## src/pkg/docu_pkg.sv

```systemverilog
package docu_pkg;
  // ****************************************
  // Widths and register map
  // ****************************************
  localparam int DATA_W = 16;
  localparam int ADDR_W = 4;
  localparam int EVT_NUM = 3;
  localparam logic [3:0] ADDR_CTRL = 4'h0;
  localparam logic [3:0] ADDR_REF = 4'h1;
  localparam logic [3:0] ADDR_INPUT = 4'h2;
  localparam logic [3:0] ADDR_RESULT = 4'h3;
  localparam logic [3:0] ADDR_STATUS = 4'h4;
  localparam logic [3:0] ADDR_MASK = 4'h5;

  // ****************************************
  // Field positions
  // ****************************************
  localparam int CTRL_MODE_LSB = 0;
  localparam int CTRL_MODE_MSB = 1;
  localparam int CTRL_POL_BIT = 2;
  localparam int CTRL_FLAG_BIT = 3;
  localparam int EVT_CMP = 0;
  localparam int EVT_ADD = 1;
  localparam int EVT_SUB = 2;

  // ****************************************
  // Codes and reset values
  // ****************************************
  localparam logic [1:0] MODE_CODE_CMP = 2'h0;
  localparam logic [1:0] MODE_CODE_ADD = 2'h1;
  localparam logic [1:0] MODE_CODE_SUB = 2'h2;
  localparam logic [15:0] REF_RST = 16'h0000;
  localparam logic [15:0] INPUT_RST = 16'h0000;
  localparam logic [2:0] MASK_RST = 3'h0;
  localparam logic POL_RST = 1'b0;

  typedef enum logic [2:0] {
    MODE_CMP = 3'b001,
    MODE_ADD = 3'b010,
    MODE_SUB = 3'b100
  } docu_mode_t;
endpackage

```

## src/pkg/docu_op_if.sv

```systemverilog
`timescale 1ns/10ps
interface docu_op_if #(
  parameter int W = 16
);
  logic [W-1:0] inOperand;
  logic [W-1:0] refOperand;
  logic [W-1:0] result;
  docu_pkg::docu_mode_t mode;
  logic mismatchSel;
  logic hit;

  modport ctrl (
    output inOperand, refOperand, mode, mismatchSel,
    input result, hit
  );
  modport alu (
    input inOperand, refOperand, mode, mismatchSel,
    output result, hit
  );
endinterface

```

## src/design/docu_arith.sv

```systemverilog
`timescale 1ns/10ps
module docu_arith #(
  parameter int DATA_W = docu_pkg::DATA_W
) (
  // Operands, mode and outcome
  docu_op_if.alu op
);
  import docu_pkg::*;

  // Extra top bit catches carry and borrow out of the msb
  wire [DATA_W:0] sumExt;
  wire [DATA_W:0] diffExt;
  wire eqHit;
  wire cmpHit;

  assign sumExt = {1'b0, op.inOperand} + {1'b0, op.refOperand};
  assign diffExt = {1'b0, op.inOperand} - {1'b0, op.refOperand};
  assign eqHit = (op.inOperand == op.refOperand);
  assign cmpHit = op.mismatchSel ? !eqHit : eqHit;

  assign op.result = (op.mode == MODE_ADD) ? sumExt[DATA_W-1:0] :
                     (op.mode == MODE_SUB) ? diffExt[DATA_W-1:0] :
                     {{(DATA_W-1){1'b0}}, eqHit};
  assign op.hit = (op.mode == MODE_ADD) ? sumExt[DATA_W] :
                  (op.mode == MODE_SUB) ? diffExt[DATA_W] :
                  cmpHit;
endmodule

```

## src/design/docu_flag.sv

```systemverilog
`timescale 1ns/10ps
module docu_flag (
  // Clock and reset
  input wire logic clk_sys,
  input wire logic rst_n,
  // Set and clear requests
  input wire logic setEv,
  input wire logic clrEv,
  // Flag
  output logic q
);
  // Set beats clear so no event is lost
  always_ff @(posedge clk_sys or negedge rst_n) begin
    if (!rst_n) begin
      q <= 1'b0;
    end else if (setEv) begin
      q <= 1'b1;
    end else if (clrEv) begin
      q <= 1'b0;
    end
  end
endmodule

```

## src/design/docu_top.sv

```systemverilog
// Contract
// - 16-bit operands; compare, add or subtract, exactly one selected.
// - Selected condition met raises an interrupt request. Here it does so only if that event's mask bit is set; the mask resets to 0.
// - Compare detects equality, signalling on match or mismatch by polarity.
// - Add signals when the sum carries out of bit 15.
// - Subtract signals when the difference borrows out of bit 15.
// - Reference register holds the threshold, loaded before input operands.
// - Each write to the input register is evaluated against the reference.
// - A negative subtraction sets the result flag in the control register.
//
// Chosen here: the address-and-strobe port and the address map.
`timescale 1ns/10ps
module docu_top #(
  parameter int DATA_W = docu_pkg::DATA_W
) (
  // Clock and reset
  input wire logic clk_sys,
  input wire logic rst_n,
  // Register port
  input wire logic [docu_pkg::ADDR_W-1:0] regAddr,
  input wire logic [DATA_W-1:0] regWrData,
  input wire logic regWr,
  input wire logic regRd,
  output logic [DATA_W-1:0] regRdData,
  // Interrupt and flag
  output logic irq,
  output logic opFlag
);
  import docu_pkg::*;

  // ****************************************
  // State
  // ****************************************
  docu_mode_t mode;
  logic mismatchSel;
  logic [DATA_W-1:0] refOperand;
  logic [DATA_W-1:0] inOperand;
  logic [DATA_W-1:0] lastResult;
  logic [EVT_NUM-1:0] mask;
  logic [EVT_NUM-1:0] status;

  docu_op_if #(.W(DATA_W)) op ();

  // ****************************************
  // Address decode
  // ****************************************
  wire wrCtrl;
  wire wrRef;
  wire wrIn;
  wire wrMask;
  wire rdStatus;

  assign wrCtrl = regWr && (regAddr == ADDR_CTRL);
  assign wrRef = regWr && (regAddr == ADDR_REF);
  assign wrIn = regWr && (regAddr == ADDR_INPUT);
  assign wrMask = regWr && (regAddr == ADDR_MASK);
  assign rdStatus = regRd && (regAddr == ADDR_STATUS);

  // ****************************************
  // Mode decode
  // ****************************************
  wire [1:0] modeCode;
  wire modeCodeOk;
  docu_mode_t modeDecoded;
  docu_mode_t next_mode;

  assign modeCode = regWrData[CTRL_MODE_MSB:CTRL_MODE_LSB];
  assign modeCodeOk = (modeCode != 2'h3);
  assign modeDecoded = (modeCode == MODE_CODE_ADD) ? MODE_ADD :
                       (modeCode == MODE_CODE_SUB) ? MODE_SUB :
                       MODE_CMP;
  // Reserved code keeps the old mode rather than a bogus one
  assign next_mode = (wrCtrl && modeCodeOk) ? modeDecoded : mode;

  // ****************************************
  // Operand path
  // ****************************************
  // evaluate on write
  assign op.inOperand = wrIn ? regWrData : inOperand;
  assign op.refOperand = refOperand;
  assign op.mode = mode;
  assign op.mismatchSel = mismatchSel;

  docu_arith #(.DATA_W(DATA_W)) u_arith (
    .op(op.alu)
  );

  // ****************************************
  // Events
  // ****************************************
  wire evalHit;
  wire [EVT_NUM-1:0] evtSet;
  wire [EVT_NUM-1:0] statusClr;
  wire flagClr;

  assign evalHit = wrIn && op.hit;
  assign evtSet[EVT_CMP] = evalHit && (mode == MODE_CMP);
  assign evtSet[EVT_ADD] = evalHit && (mode == MODE_ADD);
  assign evtSet[EVT_SUB] = evalHit && (mode == MODE_SUB);
  assign statusClr = rdStatus ? {EVT_NUM{1'b1}} : {EVT_NUM{1'b0}};
  assign flagClr = wrCtrl && !regWrData[CTRL_FLAG_BIT];

  // ****************************************
  // Sticky flags
  // ****************************************
  genvar gi;
  generate
    for (gi = 0; gi < EVT_NUM; gi++) begin : g_evt
      docu_flag u_stat (
        .clk_sys(clk_sys),
        .rst_n(rst_n),
        .setEv(evtSet[gi]),
        .clrEv(statusClr[gi]),
        .q(status[gi])
      );
    end
  endgenerate

  docu_flag u_opflag (
    .clk_sys(clk_sys),
    .rst_n(rst_n),
    .setEv(evalHit),
    .clrEv(flagClr),
    .q(opFlag)
  );

  // ****************************************
  // Control and operand registers
  // ****************************************
  always_ff @(posedge clk_sys or negedge rst_n) begin
    if (!rst_n) begin
      mode <= MODE_CMP;
      mismatchSel <= POL_RST;
    end else begin
      mode <= next_mode;
      mismatchSel <= wrCtrl ? regWrData[CTRL_POL_BIT] : mismatchSel;
    end
  end

  always_ff @(posedge clk_sys or negedge rst_n) begin
    if (!rst_n) begin
      refOperand <= REF_RST;
    end else if (wrRef) begin
      refOperand <= regWrData;
    end
  end

  always_ff @(posedge clk_sys or negedge rst_n) begin
    if (!rst_n) begin
      inOperand <= INPUT_RST;
      lastResult <= INPUT_RST;
    end else if (wrIn) begin
      inOperand <= regWrData;
      lastResult <= op.result;
    end
  end

  always_ff @(posedge clk_sys or negedge rst_n) begin
    if (!rst_n) begin
      mask <= MASK_RST;
    end else if (wrMask) begin
      mask <= regWrData[EVT_NUM-1:0];
    end
  end

  // ****************************************
  // Interrupt
  // ****************************************
  wire next_irq;

  assign next_irq = |(status & mask);

  always_ff @(posedge clk_sys or negedge rst_n) begin
    if (!rst_n) begin
      irq <= 1'b0;
    end else begin
      irq <= next_irq;
    end
  end

  // ****************************************
  // Read path
  // ****************************************
  wire [DATA_W-1:0] ctrlView;
  wire [DATA_W-1:0] rdMux;
  wire [1:0] modeView;

  assign modeView = (mode == MODE_ADD) ? MODE_CODE_ADD :
                    (mode == MODE_SUB) ? MODE_CODE_SUB :
                    MODE_CODE_CMP;
  assign ctrlView = {{(DATA_W-4){1'b0}}, opFlag, mismatchSel, modeView};
  // Unmapped addresses read as zero
  assign rdMux = (regAddr == ADDR_CTRL) ? ctrlView :
                 (regAddr == ADDR_REF) ? refOperand :
                 (regAddr == ADDR_INPUT) ? inOperand :
                 (regAddr == ADDR_RESULT) ? lastResult :
                 (regAddr == ADDR_STATUS) ?
                   {{(DATA_W-EVT_NUM){1'b0}}, status} :
                 (regAddr == ADDR_MASK) ?
                   {{(DATA_W-EVT_NUM){1'b0}}, mask} :
                 {DATA_W{1'b0}};

  // Data stand only in the cycle after the strobe
  always_ff @(posedge clk_sys or negedge rst_n) begin
    if (!rst_n) begin
      regRdData <= '0;
    end else begin
      regRdData <= regRd ? rdMux : '0;
    end
  end

  wire [DATA_W:0] chkSum;
  wire chkBorrow;
  assign chkSum = {1'b0, regWrData} + {1'b0, refOperand};
  assign chkBorrow = (regWrData < refOperand);
endmodule

```

## config.mk

```make
export PLATFORM = sky130hd
export DESIGN_NAME = docu_top
export DESIGN_NICKNAME = d
export VERILOG_FILES = /design/src/pkg/docu_pkg.sv /design/src/pkg/docu_op_if.sv /design/src/design/docu_arith.sv /design/src/design/docu_flag.sv /design/src/design/docu_top.sv
export SDC_FILE = /design/constraint.sdc
export NUM_CORES = 1
export LEC_CHECK = 0
export BUFFER_PORTS_ARGS = -buffer_cell sky130_fd_sc_hd__buf_2
export CORE_MARGIN = 5
export CORE_UTILIZATION = 65
export CTS_CLUSTER_SIZE = 8
export DETAILED_ROUTE_END_ITERATION = 7
export GPL_TIMING_DRIVEN = 0
export PLACE_DENSITY = 0.91
export SYNTH_ARGS = -nofsm -noshare
export SYNTH_HDL_FRONTEND = slang
export SYNTH_HIERARCHICAL = 1
export SYNTH_SLANG_ARGS = --single-unit
```

## constraint.sdc

```tcl
create_clock -name clk_sys -period 5.27 [get_ports clk_sys]
set_input_delay 1.581 -clock clk_sys [delete_from_list [all_inputs] [get_ports clk_sys]]
set_output_delay 1.581 -clock clk_sys [all_outputs]
set_load 0.01 [all_outputs]
```

== After elaboration in Yosys (flattened, before gate mapping) ==
Index checks and enable logic that the tools add are counted.
Widths: inputs -> output; s select.

* Add/subtract/negate cells: 2
* Equal/unequal tests: 12
* Multiplexer cells: 26
* Bitwise operators: 1
* Reduce and logical (&&, ||, !) cells: 19

{| class="wikitable"
|+ Operators by type and width
! kind !! number
|-
| $mux 16 || 8
|-
| $add 16x16->17 || 1
|-
| $sub 16x16->17 || 1
|-
| $eq 16x16->1 || 1
|-
| $mux 3 || 5
|-
| $logic_and 1x1->1 || 11
|-
| $mux 1 || 11
|-
| $eq 4x2->1 const B || 2
|-
| $eq 4x3->1 const B || 2
|-
| $reduce_bool 2->1 || 4
|-
| $eq 4x1->1 const B || 1
|-
| $logic_not 4->1 || 1
|-
| $mux 2 || 2
|-
| $and 3x3->3 || 1
|-
| $eq 3x1->1 const B || 1
|-
| $eq 3x2->1 const B || 1
|-
| $eq 3x3->1 const B || 1
|-
| $reduce_or 3->1 || 1
|-
| $eq 2x1->1 const B || 1
|-
| $eq 2x2->1 const B || 1
|-
| $logic_not 1->1 || 2
|-
| $ne 2x2->1 const B || 1
|}

* Flip-flop bits (word level): 76
* Bits of input ports: 24
* Output and inout port bits: 18
* Logic and storage cells: 72

== Longest topological paths before layout ==
Gate-level depths: netlist of run 1.

* Depth after elaboration: 11
* Depth in mapped cells: 18
* Depth with buffers taken out: 16

== By module ==
Netlist of run 1, hierarchy kept.

{| class="wikitable"
|+ Modules (own cells, without submodules)
! module !! instances !! cells an instance !! area an instance (um2) !! seq. area each (um2)
|-
| docu_top || 1 || 228 || 3,245.6 || 1,803.0
|-
| docu_arith || 1 || 254 || 1,701.6 || 0.0
|-
| docu_flag || 4 || 3 || 36.3 || 25.0
|}

== Worst setup path before layout of run 1 ==
No wires, ideal clock.

* Kind: input-to-reg
* Start: input regAddr[0] (netlist bit)
* End: register g_evt[2].u_stat.q
* Library setup time: 0.118 ns
* Arrival: 4.600 ns
* Required time: 5.152 ns
* Setup slack: 0.552 ns
* Cell stages on the path: 17
* Path buffers: 2
* Cell sequence: buf_4 -> nor2b_2 -> nand3_4 -> buf_6 -> mux2_2 -> ha_1 -> fa_1 -> nor2b_1 -> o211ai_1 -> o211ai_1 -> a31o_2 -> a211oi_1 -> nor2_1 -> o32a_1 -> nand4_1 -> nor4b_1 -> a21o_1

* Cells in the longest elaborated chain, start to end: 11
* Elaborated cells on any way between the ends: 17
* Those cells by class: add/sub (2); eq/ne (3); mux (6); reduce/logical (6)

{| class="wikitable"
|+ Ends and longest elaborated chain
! element !! line !! RTL
|-
| start, declared || docu_top.sv:20 || <nowiki>input wire logic [docu_pkg::ADDR_W-1:0] regAddr,</nowiki>
|-
| $eq 4x2->1 * || docu_top.sv:55 || <nowiki>assign wrIn = regWr && (regAddr == ADDR_INPUT);</nowiki>
|-
| $logic_and 1x1->1 * || docu_top.sv:55 ||
|-
| $mux 16 * || - ||
|-
| named net op.inOperand[0] || docu_op_if.sv:5 || <nowiki>logic [W-1:0] inOperand;</nowiki>
|-
| parallel branches: the longest is 4 deep, another holds $sub 16x16->17 || - ||
|-
| $mux 1 * || docu_arith.sv:24 || <nowiki>assign op.hit = (op.mode == MODE_ADD) ? sumExt[DATA_W] :</nowiki>
|-
| named net op.hit || docu_op_if.sv:10 || <nowiki>logic hit;</nowiki>
|-
| $logic_and 1x1->1 * || docu_top.sv:96 || <nowiki>assign evalHit = wrIn && op.hit;</nowiki>
|-
| $logic_and 1x1->1 * || docu_top.sv:99 || <nowiki>assign evtSet[EVT_SUB] = evalHit && (mode == MODE_SUB);</nowiki>
|-
| named net evtSet[2] || docu_top.sv:92 || <nowiki>wire [EVT_NUM-1:0] evtSet;</nowiki>
|-
| $mux 1 or $reduce_bool 2->1 (tied branches) || - ||
|-
| end signal, assigned || docu_flag.sv:15 || <nowiki>q <= 1'b0;</nowiki>
|-
| end signal, assigned || docu_flag.sv:17 || <nowiki>q <= 1'b1;</nowiki>
|-
| end signal, assigned || docu_flag.sv:19 || <nowiki>q <= 1'b0;</nowiki>
|-
| end, declared || docu_flag.sv:10 || <nowiki>output logic q</nowiki>
|}

Mark *: on every way through the listed nets, which the timed path passes.
A chain may end at the register's enable or synchronous reset.

== Final worst setup path of run 1 ==
* Start: input regAddr[2] (netlist bit)
* End: register g_evt[0].u_stat.q

* Cells in the longest elaborated chain, start to end: 11
* Elaborated cells on any way between the ends: 17
* Those cells by class: add/sub (2); eq/ne (3); mux (6); reduce/logical (6)

{| class="wikitable"
|+ Ends and longest elaborated chain
! element !! line !! RTL
|-
| $eq 4x2->1 * || docu_top.sv:55 ||
|-
| $logic_and 1x1->1 * || docu_top.sv:55 ||
|-
| $mux 16 * || - ||
|-
| named net op.inOperand[7] || docu_op_if.sv:5 ||
|-
| parallel branches: the longest is 4 deep, another holds $sub 16x16->17 || - ||
|-
| $mux 1 * || docu_arith.sv:24 ||
|-
| named net op.hit || docu_op_if.sv:10 ||
|-
| $logic_and 1x1->1 * || docu_top.sv:96 ||
|-
| $logic_and 1x1->1 * || docu_top.sv:97 || <nowiki>assign evtSet[EVT_CMP] = evalHit && (mode == MODE_CMP);</nowiki>
|-
| named net evtSet[0] || docu_top.sv:92 ||
|-
| $mux 1 or $reduce_bool 2->1 (tied branches) || - ||
|-
| end signal, assigned || docu_flag.sv:15 ||
|-
| end signal, assigned || docu_flag.sv:17 ||
|-
| end signal, assigned || docu_flag.sv:19 ||
|-
| end, declared || docu_flag.sv:10 ||
|}

Marked as above.

==> results.md, run 1 <==
* Final min period at slightly above 5 ns
* Ys async rst share at 100%
* Post-Layout Inst Area at 0.00566 mm^2
* Post-Syn Area per Cell at approximately 10 um^2
* Max clock buf depth at 2
* Leak pwr at around 2.7 nW
* Worst min-delay path class: reg2reg
* Clk_skew at 0.00900 ns
* Worst reg2reg endpoint: g_evt[0].u_stat/q
* Min-delay src: lastResult[2]
* H-Tree Depth at 3
* Gpl congestion at 0.903
* Crit start category: input port
* RSZ-0062 raised after global routing: false
* Port Buffer Count at 40
* Achievable Freq at between 150 and 200 MHz
* CP endpoint kind: flop
* Die Area at just under 0.01 mm^2
* Final ANT Viol Nets at 0
* Die Wd at 98.5 um
* First-pass GRT wire length at roughly 21000 um
* Synth Instances at 494
* Final Max Tran Viols at 0
* Largest area contributor in the netlist: dfrtp_1
* Initial DRT Pass Iterations at 5
* WL/cell at 20.1 um
* CTS Hold Bufs at 0
* DP HPWL at 9400 um
* Max FO, Critical Path at 10
* Hold depth at 1
* Vias/cell at 6.58
* Pwr/cell area at 415 mW/mm^2
* CP startpoint: regAddr[2]
* #FFs+latches synth at 76
* Synthesized area at 0.00509 mm^2
* Cell with the most instances after synthesis: dfrtp_1
* Worst r2r path cells at 13
* Remaining global-route overflow at 0
* Number of antenna violations at the first check in global routing at 0
* Placed Instance Area at 0.00545 mm^2
* Share of cells above drive strength 1 at about 28%
* N_diodes at 0
* Clock Latency Late Sink at 0.36 ns
* Max cap viols at 0
* Warnings from Yosys at 6
* Vias in the first global route at about 4300
* Seq/Total Area, Yosys at 37.4%
* Post-synth top cells: dfrtp_1, mux2_2, a21oi_1, nor2_1, inv_1
* GR Util All Layers at 27.4%
* Worst vdd ir at approximately 0.00018 V
* Largest cells by area after synthesis: dfrtp_1, mux2_2, ha_1
* Clk slew on worst S/H paths at 0.08 ns
* Share of the synthesized area in the top cell type at a little under two fifths
* # Post-CTS Setup Buffers at 0
* Kind of critical path: in2reg
* Final worst-path cycle share at 95.8%
* Distinct cells, synth at 65
* Initial Utilization at between 60% and 70%
* Fillers at 544
* Post_cts resized at 0
* Max-slew headroom at approximately 53%
* Final setup fails at 0
* Vias at 4300
* Status: completed
* Reg-to-Reg Start: inOperand[7]
* Post-Layout Cell Count at 653
* DIE HEIGHT at around 100 um
* DRT iter0 DRCs at roughly 330
* IO Pins at 42
* Worst Hold End: lastResult[2]
* Ys flop type: dfrtp_1
* CP Data Required Time at 5.57 ns
* Number of flops mapped to enable cells by yosys at 0
* DP Worst Slack at -0.151 ns
* R2R Setup Slk at approximately 1.9 ns
* DP Cell Count at 637
* P&R area growth vs syn at 11.2%
* Syn_nets at 556
* Final nets at roughly 610
* CTS root buffer: clkbuf_8
* Post-route worst setup slack at ~0.22 ns
* Largest net degree at the start of global routing at 47
* CTS tree: yes
* Sink Count at 76
* Core area at 0.00769 mm^2
* Cell row count at 32
* DRC violations left at 0
* Endpoint arrival time on the critical path at 5.35 ns
* Worst slew pin tran at around 0.71 ns
* Final hold violations at 0
* WL final at around 13000 um
* CTS buffer count at 9
through the flow:
| step | power [W] | hold WS (ns) | util (%) | TNS, ns |
|---|---|---|---|---|
| after floorplan | 0.00159 | 0.470 | - | 0 |
| after detailed placement | 0.00185 | 0.492 | 70.9 | -0.339 |
| after global routing | 0.00249 | 0.533 | 73.6 | 0 |
| final | 0.00235 | 0.508 | 73.6 | 0 |
| after global placement | 0.00179 | 0.483 | 70.5 | -0.132 |
| after CTS | 0.00232 | 0.508 | 73.6 | 0 |
final cells by class:
cell class | count | area [um^2] | share of cell area, %
Clock buffer | 11 | 151 | 2.67
Inverter | 39 | 146 | 2.59
Tap cell | 102 | 128 | 2.25
Clock inverter | 5 | 58.8 | 1.04
Timing Repair Buffer | 41 | 230 | 4.07
Multi-Input combinational cell | 352 | 2880 | 50.9
Buffer | 27 | 164 | 2.90
Sequential cell | 76 | 1900 | 33.6
cell families after synthesis:
family	synth area share (%)
and+or+nand+nor	10.7
AOI/OAI and AO/OA	21.2
buffers and inverters	6.09
DFF	37.4
muxes	14.1
adders and majority gates	9.63
xor gates and xnor gates	0.860
registers in the layout, summed over array words and instances, names as in the netlist:
register and cells:
g_evt.u_stat/q 3, inOperand 16, irq 1, lastResult 16
mask 3, mismatchSel 1, mode 3, op.refOperand 16
regRdData 16, u_opflag/q 1
per-layer routing:
layer | part of all wire (%) | global-route usage (%) | routed length, um | vias to the layer above
li1 | - | - | - | 1923
met1 | 40 | 34.9 | 5290 | 2088
met2 | 48 | 44.3 | 6230 | 238
met3 | 7.1 | 4.25 | 924 | 51
met4 | 4.9 | 16.0 | 644 | 0
met5 | 0 | 0 | 0 | -
cells in the final DEF (no fill, tap or decap), types with 3 or more instances in the layout:
cell	n
o21bai_1	5
xnor2_1	3
buf_6	6
nor2b_1	6
o211ai_1	4
a21o_1	22
clkbuf_8	11
a21oi_1	40
a221oi_1	6
a2bb2oi_1	3
o221ai_2	10
o21ai_0	18
nor2_1	40
inv_1	39
mux2_2	57
nor3_1	6
nor3b_1	3
o22a_1	4
nand4_1	4
nor4b_1	4
nand2_1	8
mux2_1	4
and3_1	4
o22ai_1	4
o31ai_1	4
clkbuf_1	9
a32oi_1	3
dfrtp_1	75
ha_1	36
a211oi_1	6
buf_2	50
nand3_1	3
how the worst max path moves through the flow:
stage	endpoint	cells after the start
6_report	g_evt[0].u_stat/q	17
5_1_grt	g_evt[2].u_stat/q	17
4_1_cts	g_evt[2].u_stat/q	17
3_5_place_dp	g_evt[2].u_stat/q	17
3_3_place_gp	g_evt[2].u_stat/q	17
2_1_floorplan	g_evt[2].u_stat/q	17
where the power goes:
| part | internal (W) | leakage, nW | switching (W) |
|---|---|---|---|
| combinational | 0.000451 | 1.66 | 0.000605 |
| clock | 0.000245 | 0.102 | 0.000223 |
| sequential | 0.000714 | 0.979 | 0.000109 |
| total | 0.00141 | 2.74 | 0.000937 |
worst max-delay path, cell delays in order:
cell and delay, ns:
buf_2 0.15, nor2_4 0.29, nand3_4 0.16, buf_6 0.19
mux2_2 0.31, ha_1 0.31, buf_2 0.18, a21o_1 0.19
a211oi_1 0.26, nor2_1 0.08, a211o_1 0.29, o211a_1 0.24
nor3_1 0.13, o32a_1 0.17, nand4_1 0.22, nor4b_1 0.47
a21o_1 0.13
No activity file was read; power rests on OpenSTA's default activity.
==> inputs of run 2 (changes only) <==
Settings changed: SETUP_SLACK_MARGIN from default to 0.4.
==> run 2 against run 1 <==
Compared with the run above:
- sequential power up 1%
- utilization rose by 2.4 points
- cell count rose by 1.1%
- clock skew is 0.00056 ns higher
- non-clock buffer count rose by 7
- setup slack better by 0.19 ns
- combinational power rose by 5%
- die area unchanged
- critical path depth grew 1
- sequential share of layout area down 1.1 points
- worst hold slack gained 0.0020 ns
- largest power group unchanged
==> results.md, run 2 (synthesis results as in run 1) <==
* Final worst-path cycle share at 92.2% (-3.6 points)
* Pwr/cell area at 412 mW/mm^2 (-0.58%)
* Largest net degree at the start of global routing at 47 (unchanged)
* CP Cell Sequence: buf_2 -> nor2_4 -> nand3_4 -> buf_8 -> mux2_2 -> ha_1 -> fa_2 -> nor2b_1 -> o211ai_1 -> o211ai_1 -> a31o_2 -> a211oi_2 -> nor2_1 -> o32a_1 -> nand4_1 -> buf_6 -> nor4b_4 -> a21o_1
* Leak pwr at 2.82 nW (+2.9%)
* CTS root buffer: clkbuf_8
* CP endpoint kind: flop
* P&R area growth vs syn at 14.8%
* CTS buffer count at 9 (unchanged)
* Worst vdd ir at 0.000196 V (+7.4%)
* Post-Layout Inst Area at 0.00585 mm^2 (+3.3%)
* GR Util All Layers at 27.6% (+0.16 points)
* WL/cell at 20.8 um (+3.6%)
* Final setup fails at 0 (unchanged)
* Clk slew on worst S/H paths at 0.08 ns (about the same)
* CP max stage delay at 0.37 ns (-0.10 ns)
* Final min period at 4.86 ns (-0.189 ns)
* Endpoint arrival time on the critical path at 5.11 ns (-0.24 ns)
* Vias/cell at 6.60 (+0.20%)
* Crit start category: input port
* Cell row count at 32 (unchanged)
* Achievable Freq at 206 MHz (+3.9%)
* Die Area at 0.00970 mm^2 (unchanged)
* Worst r2r path cells at 14 (+1)
* Final Max Tran Viols at 0 (unchanged)
* CP Data Required Time at 5.52 ns (-0.05 ns)
* RSZ-0062 raised after global routing: false
* Fillers at 515 (-5.3%)
* CP max stage cell: fa_2
* Worst slew pin tran at 0.696 ns (-0.00987 ns)
* Most frequent cells in the layout: dfrtp_1, mux2_2, buf_2
* Share of cells above drive strength 1 at 31.2% (+2.9 points)
* Placed Instance Area at 0.00545 mm^2 (unchanged)
* Max cap viols at 0 (unchanged)
* Vias at 4355 (+1.3%)
* Vias in the first global route at 4340 (+0.95%)
* Clock Latency Late Sink at 0.36 ns (about the same)
* Status: completed
* Sink Count at 76 (unchanged)
* IO Pins at 42 (unchanged)
* N_diodes at 0 (unchanged)
* H-Tree Depth at 3 (unchanged)
* DP HPWL at 9400 um (unchanged)
* Final nets at 615 (+1.2%)
* Hold depth at 1 (unchanged)
* CTS tree: yes
* Remaining global-route overflow at 0 (unchanged)
* Final hold violations at 0 (unchanged)
* Number of antenna violations at the first check in global routing at 0 (unchanged)
* Most common cell after layout, fill and taps aside: dfrtp_1
* Utilization after layout at 76.1% (+2.4 points)
* Core area at 0.00769 mm^2 (unchanged)
* Most used cell, CP: o211ai_1
* Initial DRT Pass Iterations at 5 (unchanged)
* DRC violations left at 0 (unchanged)
* Max clock buf depth at 2 (unchanged)
* Initial Utilization at 66.2% (unchanged)
* First-pass GRT wire length at 21500 um (+0.59%)
* DIE HEIGHT at 98.5 um (unchanged)
* Port Buffer Count at 40 (unchanged)
* Clk_skew at 0.00956 ns (+0.000561 ns)
* WL final at 13700 um (+4.7%)
* Gpl congestion at 0.903 (unchanged)
* DRT iter0 DRCs at 439 (+32%)
* Max-slew headroom at 53.6% (+0.66 points)
* Kind of critical path: in2reg
* Worst min-delay path class: reg2reg
* Max FO, Critical Path at 6 (-4)
* Die Wd at 98.5 um (unchanged)
* Final ANT Viol Nets at 0 (unchanged)
==> run 2: changes by cell type in the layout (fill, tap and decap cells not counted), moves of 2 or more <==
cell      delta
a211oi_1     -2
nor4b_4      +3
nor4b_1      -3
buf_2        -2
clkbuf_1     -2
clkbuf_2     +2
buf_4        +5
a211oi_2     +2
==> run 2: critical path, delay by kind of cell <==
kind,cells,cell delay (ns)
AO/OA/AOI/OAI,6,1.36
adder cells (fa/ha/maj),2,0.63
buffers and inverters,3,0.50
multiplexers,1,0.30
AND/OR/NAND/NOR,6,0.74
==> run 2: what timing repair did <==
action                     4_1_cts  5_1_grt
setup endpoints to repair        4        4
cloned                           0        1
gates resized for setup          3       23
hold buffers                     0        0
buffers inserted                 2        4
pin swaps                        2        5
==> run 2: routing by layer <==
| metal | global-route usage [%] | share of wire, % |
|---|---|---|
| met1 | 34.9 | 40 |
| met2 | 44.4 | 49 |
| met3 | 4.32 | 6.9 |
| met4 | 16.7 | 3.8 |
| met5 | 0 | 0 |
==> run 2: path summary, 6_finish.rpt <==
check | slack, ns | to | startpoint
max | 0.41 | g_evt[2].u_stat/q | regAddr[3]
min | 0.51 | lastResult[2] | lastResult[2]
max reg2reg | 1.96 | g_evt[2].u_stat/q | inOperand[0]
min reg2reg | 0.51 | lastResult[2] | lastResult[2]
max in group asynchronous | 3.54 | regRdData[3] | rst_n
min in group asynchronous | 1.15 | inOperand[7] | rst_n
==> run 2: report_power, final <==
part           total, W  internal, W  switching, W
logic           0.00111     0.000482      0.000630
registers      0.000831     0.000714      0.000117
clock network  0.000468     0.000245      0.000223
==> run 2: area by class of cell <==
type                    instances  area, um^2  area share (%)
clock buffers                  11         151            2.59
inverters                      39         146            2.50
well taps                     102         128            2.18
clock inverters                 5        58.8            1.01
flip-flops and latches         76        1900            32.5
plain buffers                  27         185            3.17
multi-input cells             352        2970            50.8
repair buffers                 48         307            5.24
==> run 2: stage by stage <==
| step | setup WS [ns] | TNS, ns | std cells | power, W | hold WS (ns) |
|---|---|---|---|---|---|
| finish | 0.409 | 0 | 660 | 0.00241 | 0.510 |
| global placement | -0.0711 | -0.132 | 636 | 0.00179 | 0.483 |
| CTS | 0.442 | 0 | 655 | 0.00232 | 0.508 |
| global route | 0.338 | 0 | 660 | 0.00255 | 0.533 |
| detailed placement | -0.151 | -0.339 | 637 | 0.00185 | 0.492 |
| floorplan | 0.552 | 0 | 494 | 0.00159 | 0.470 |
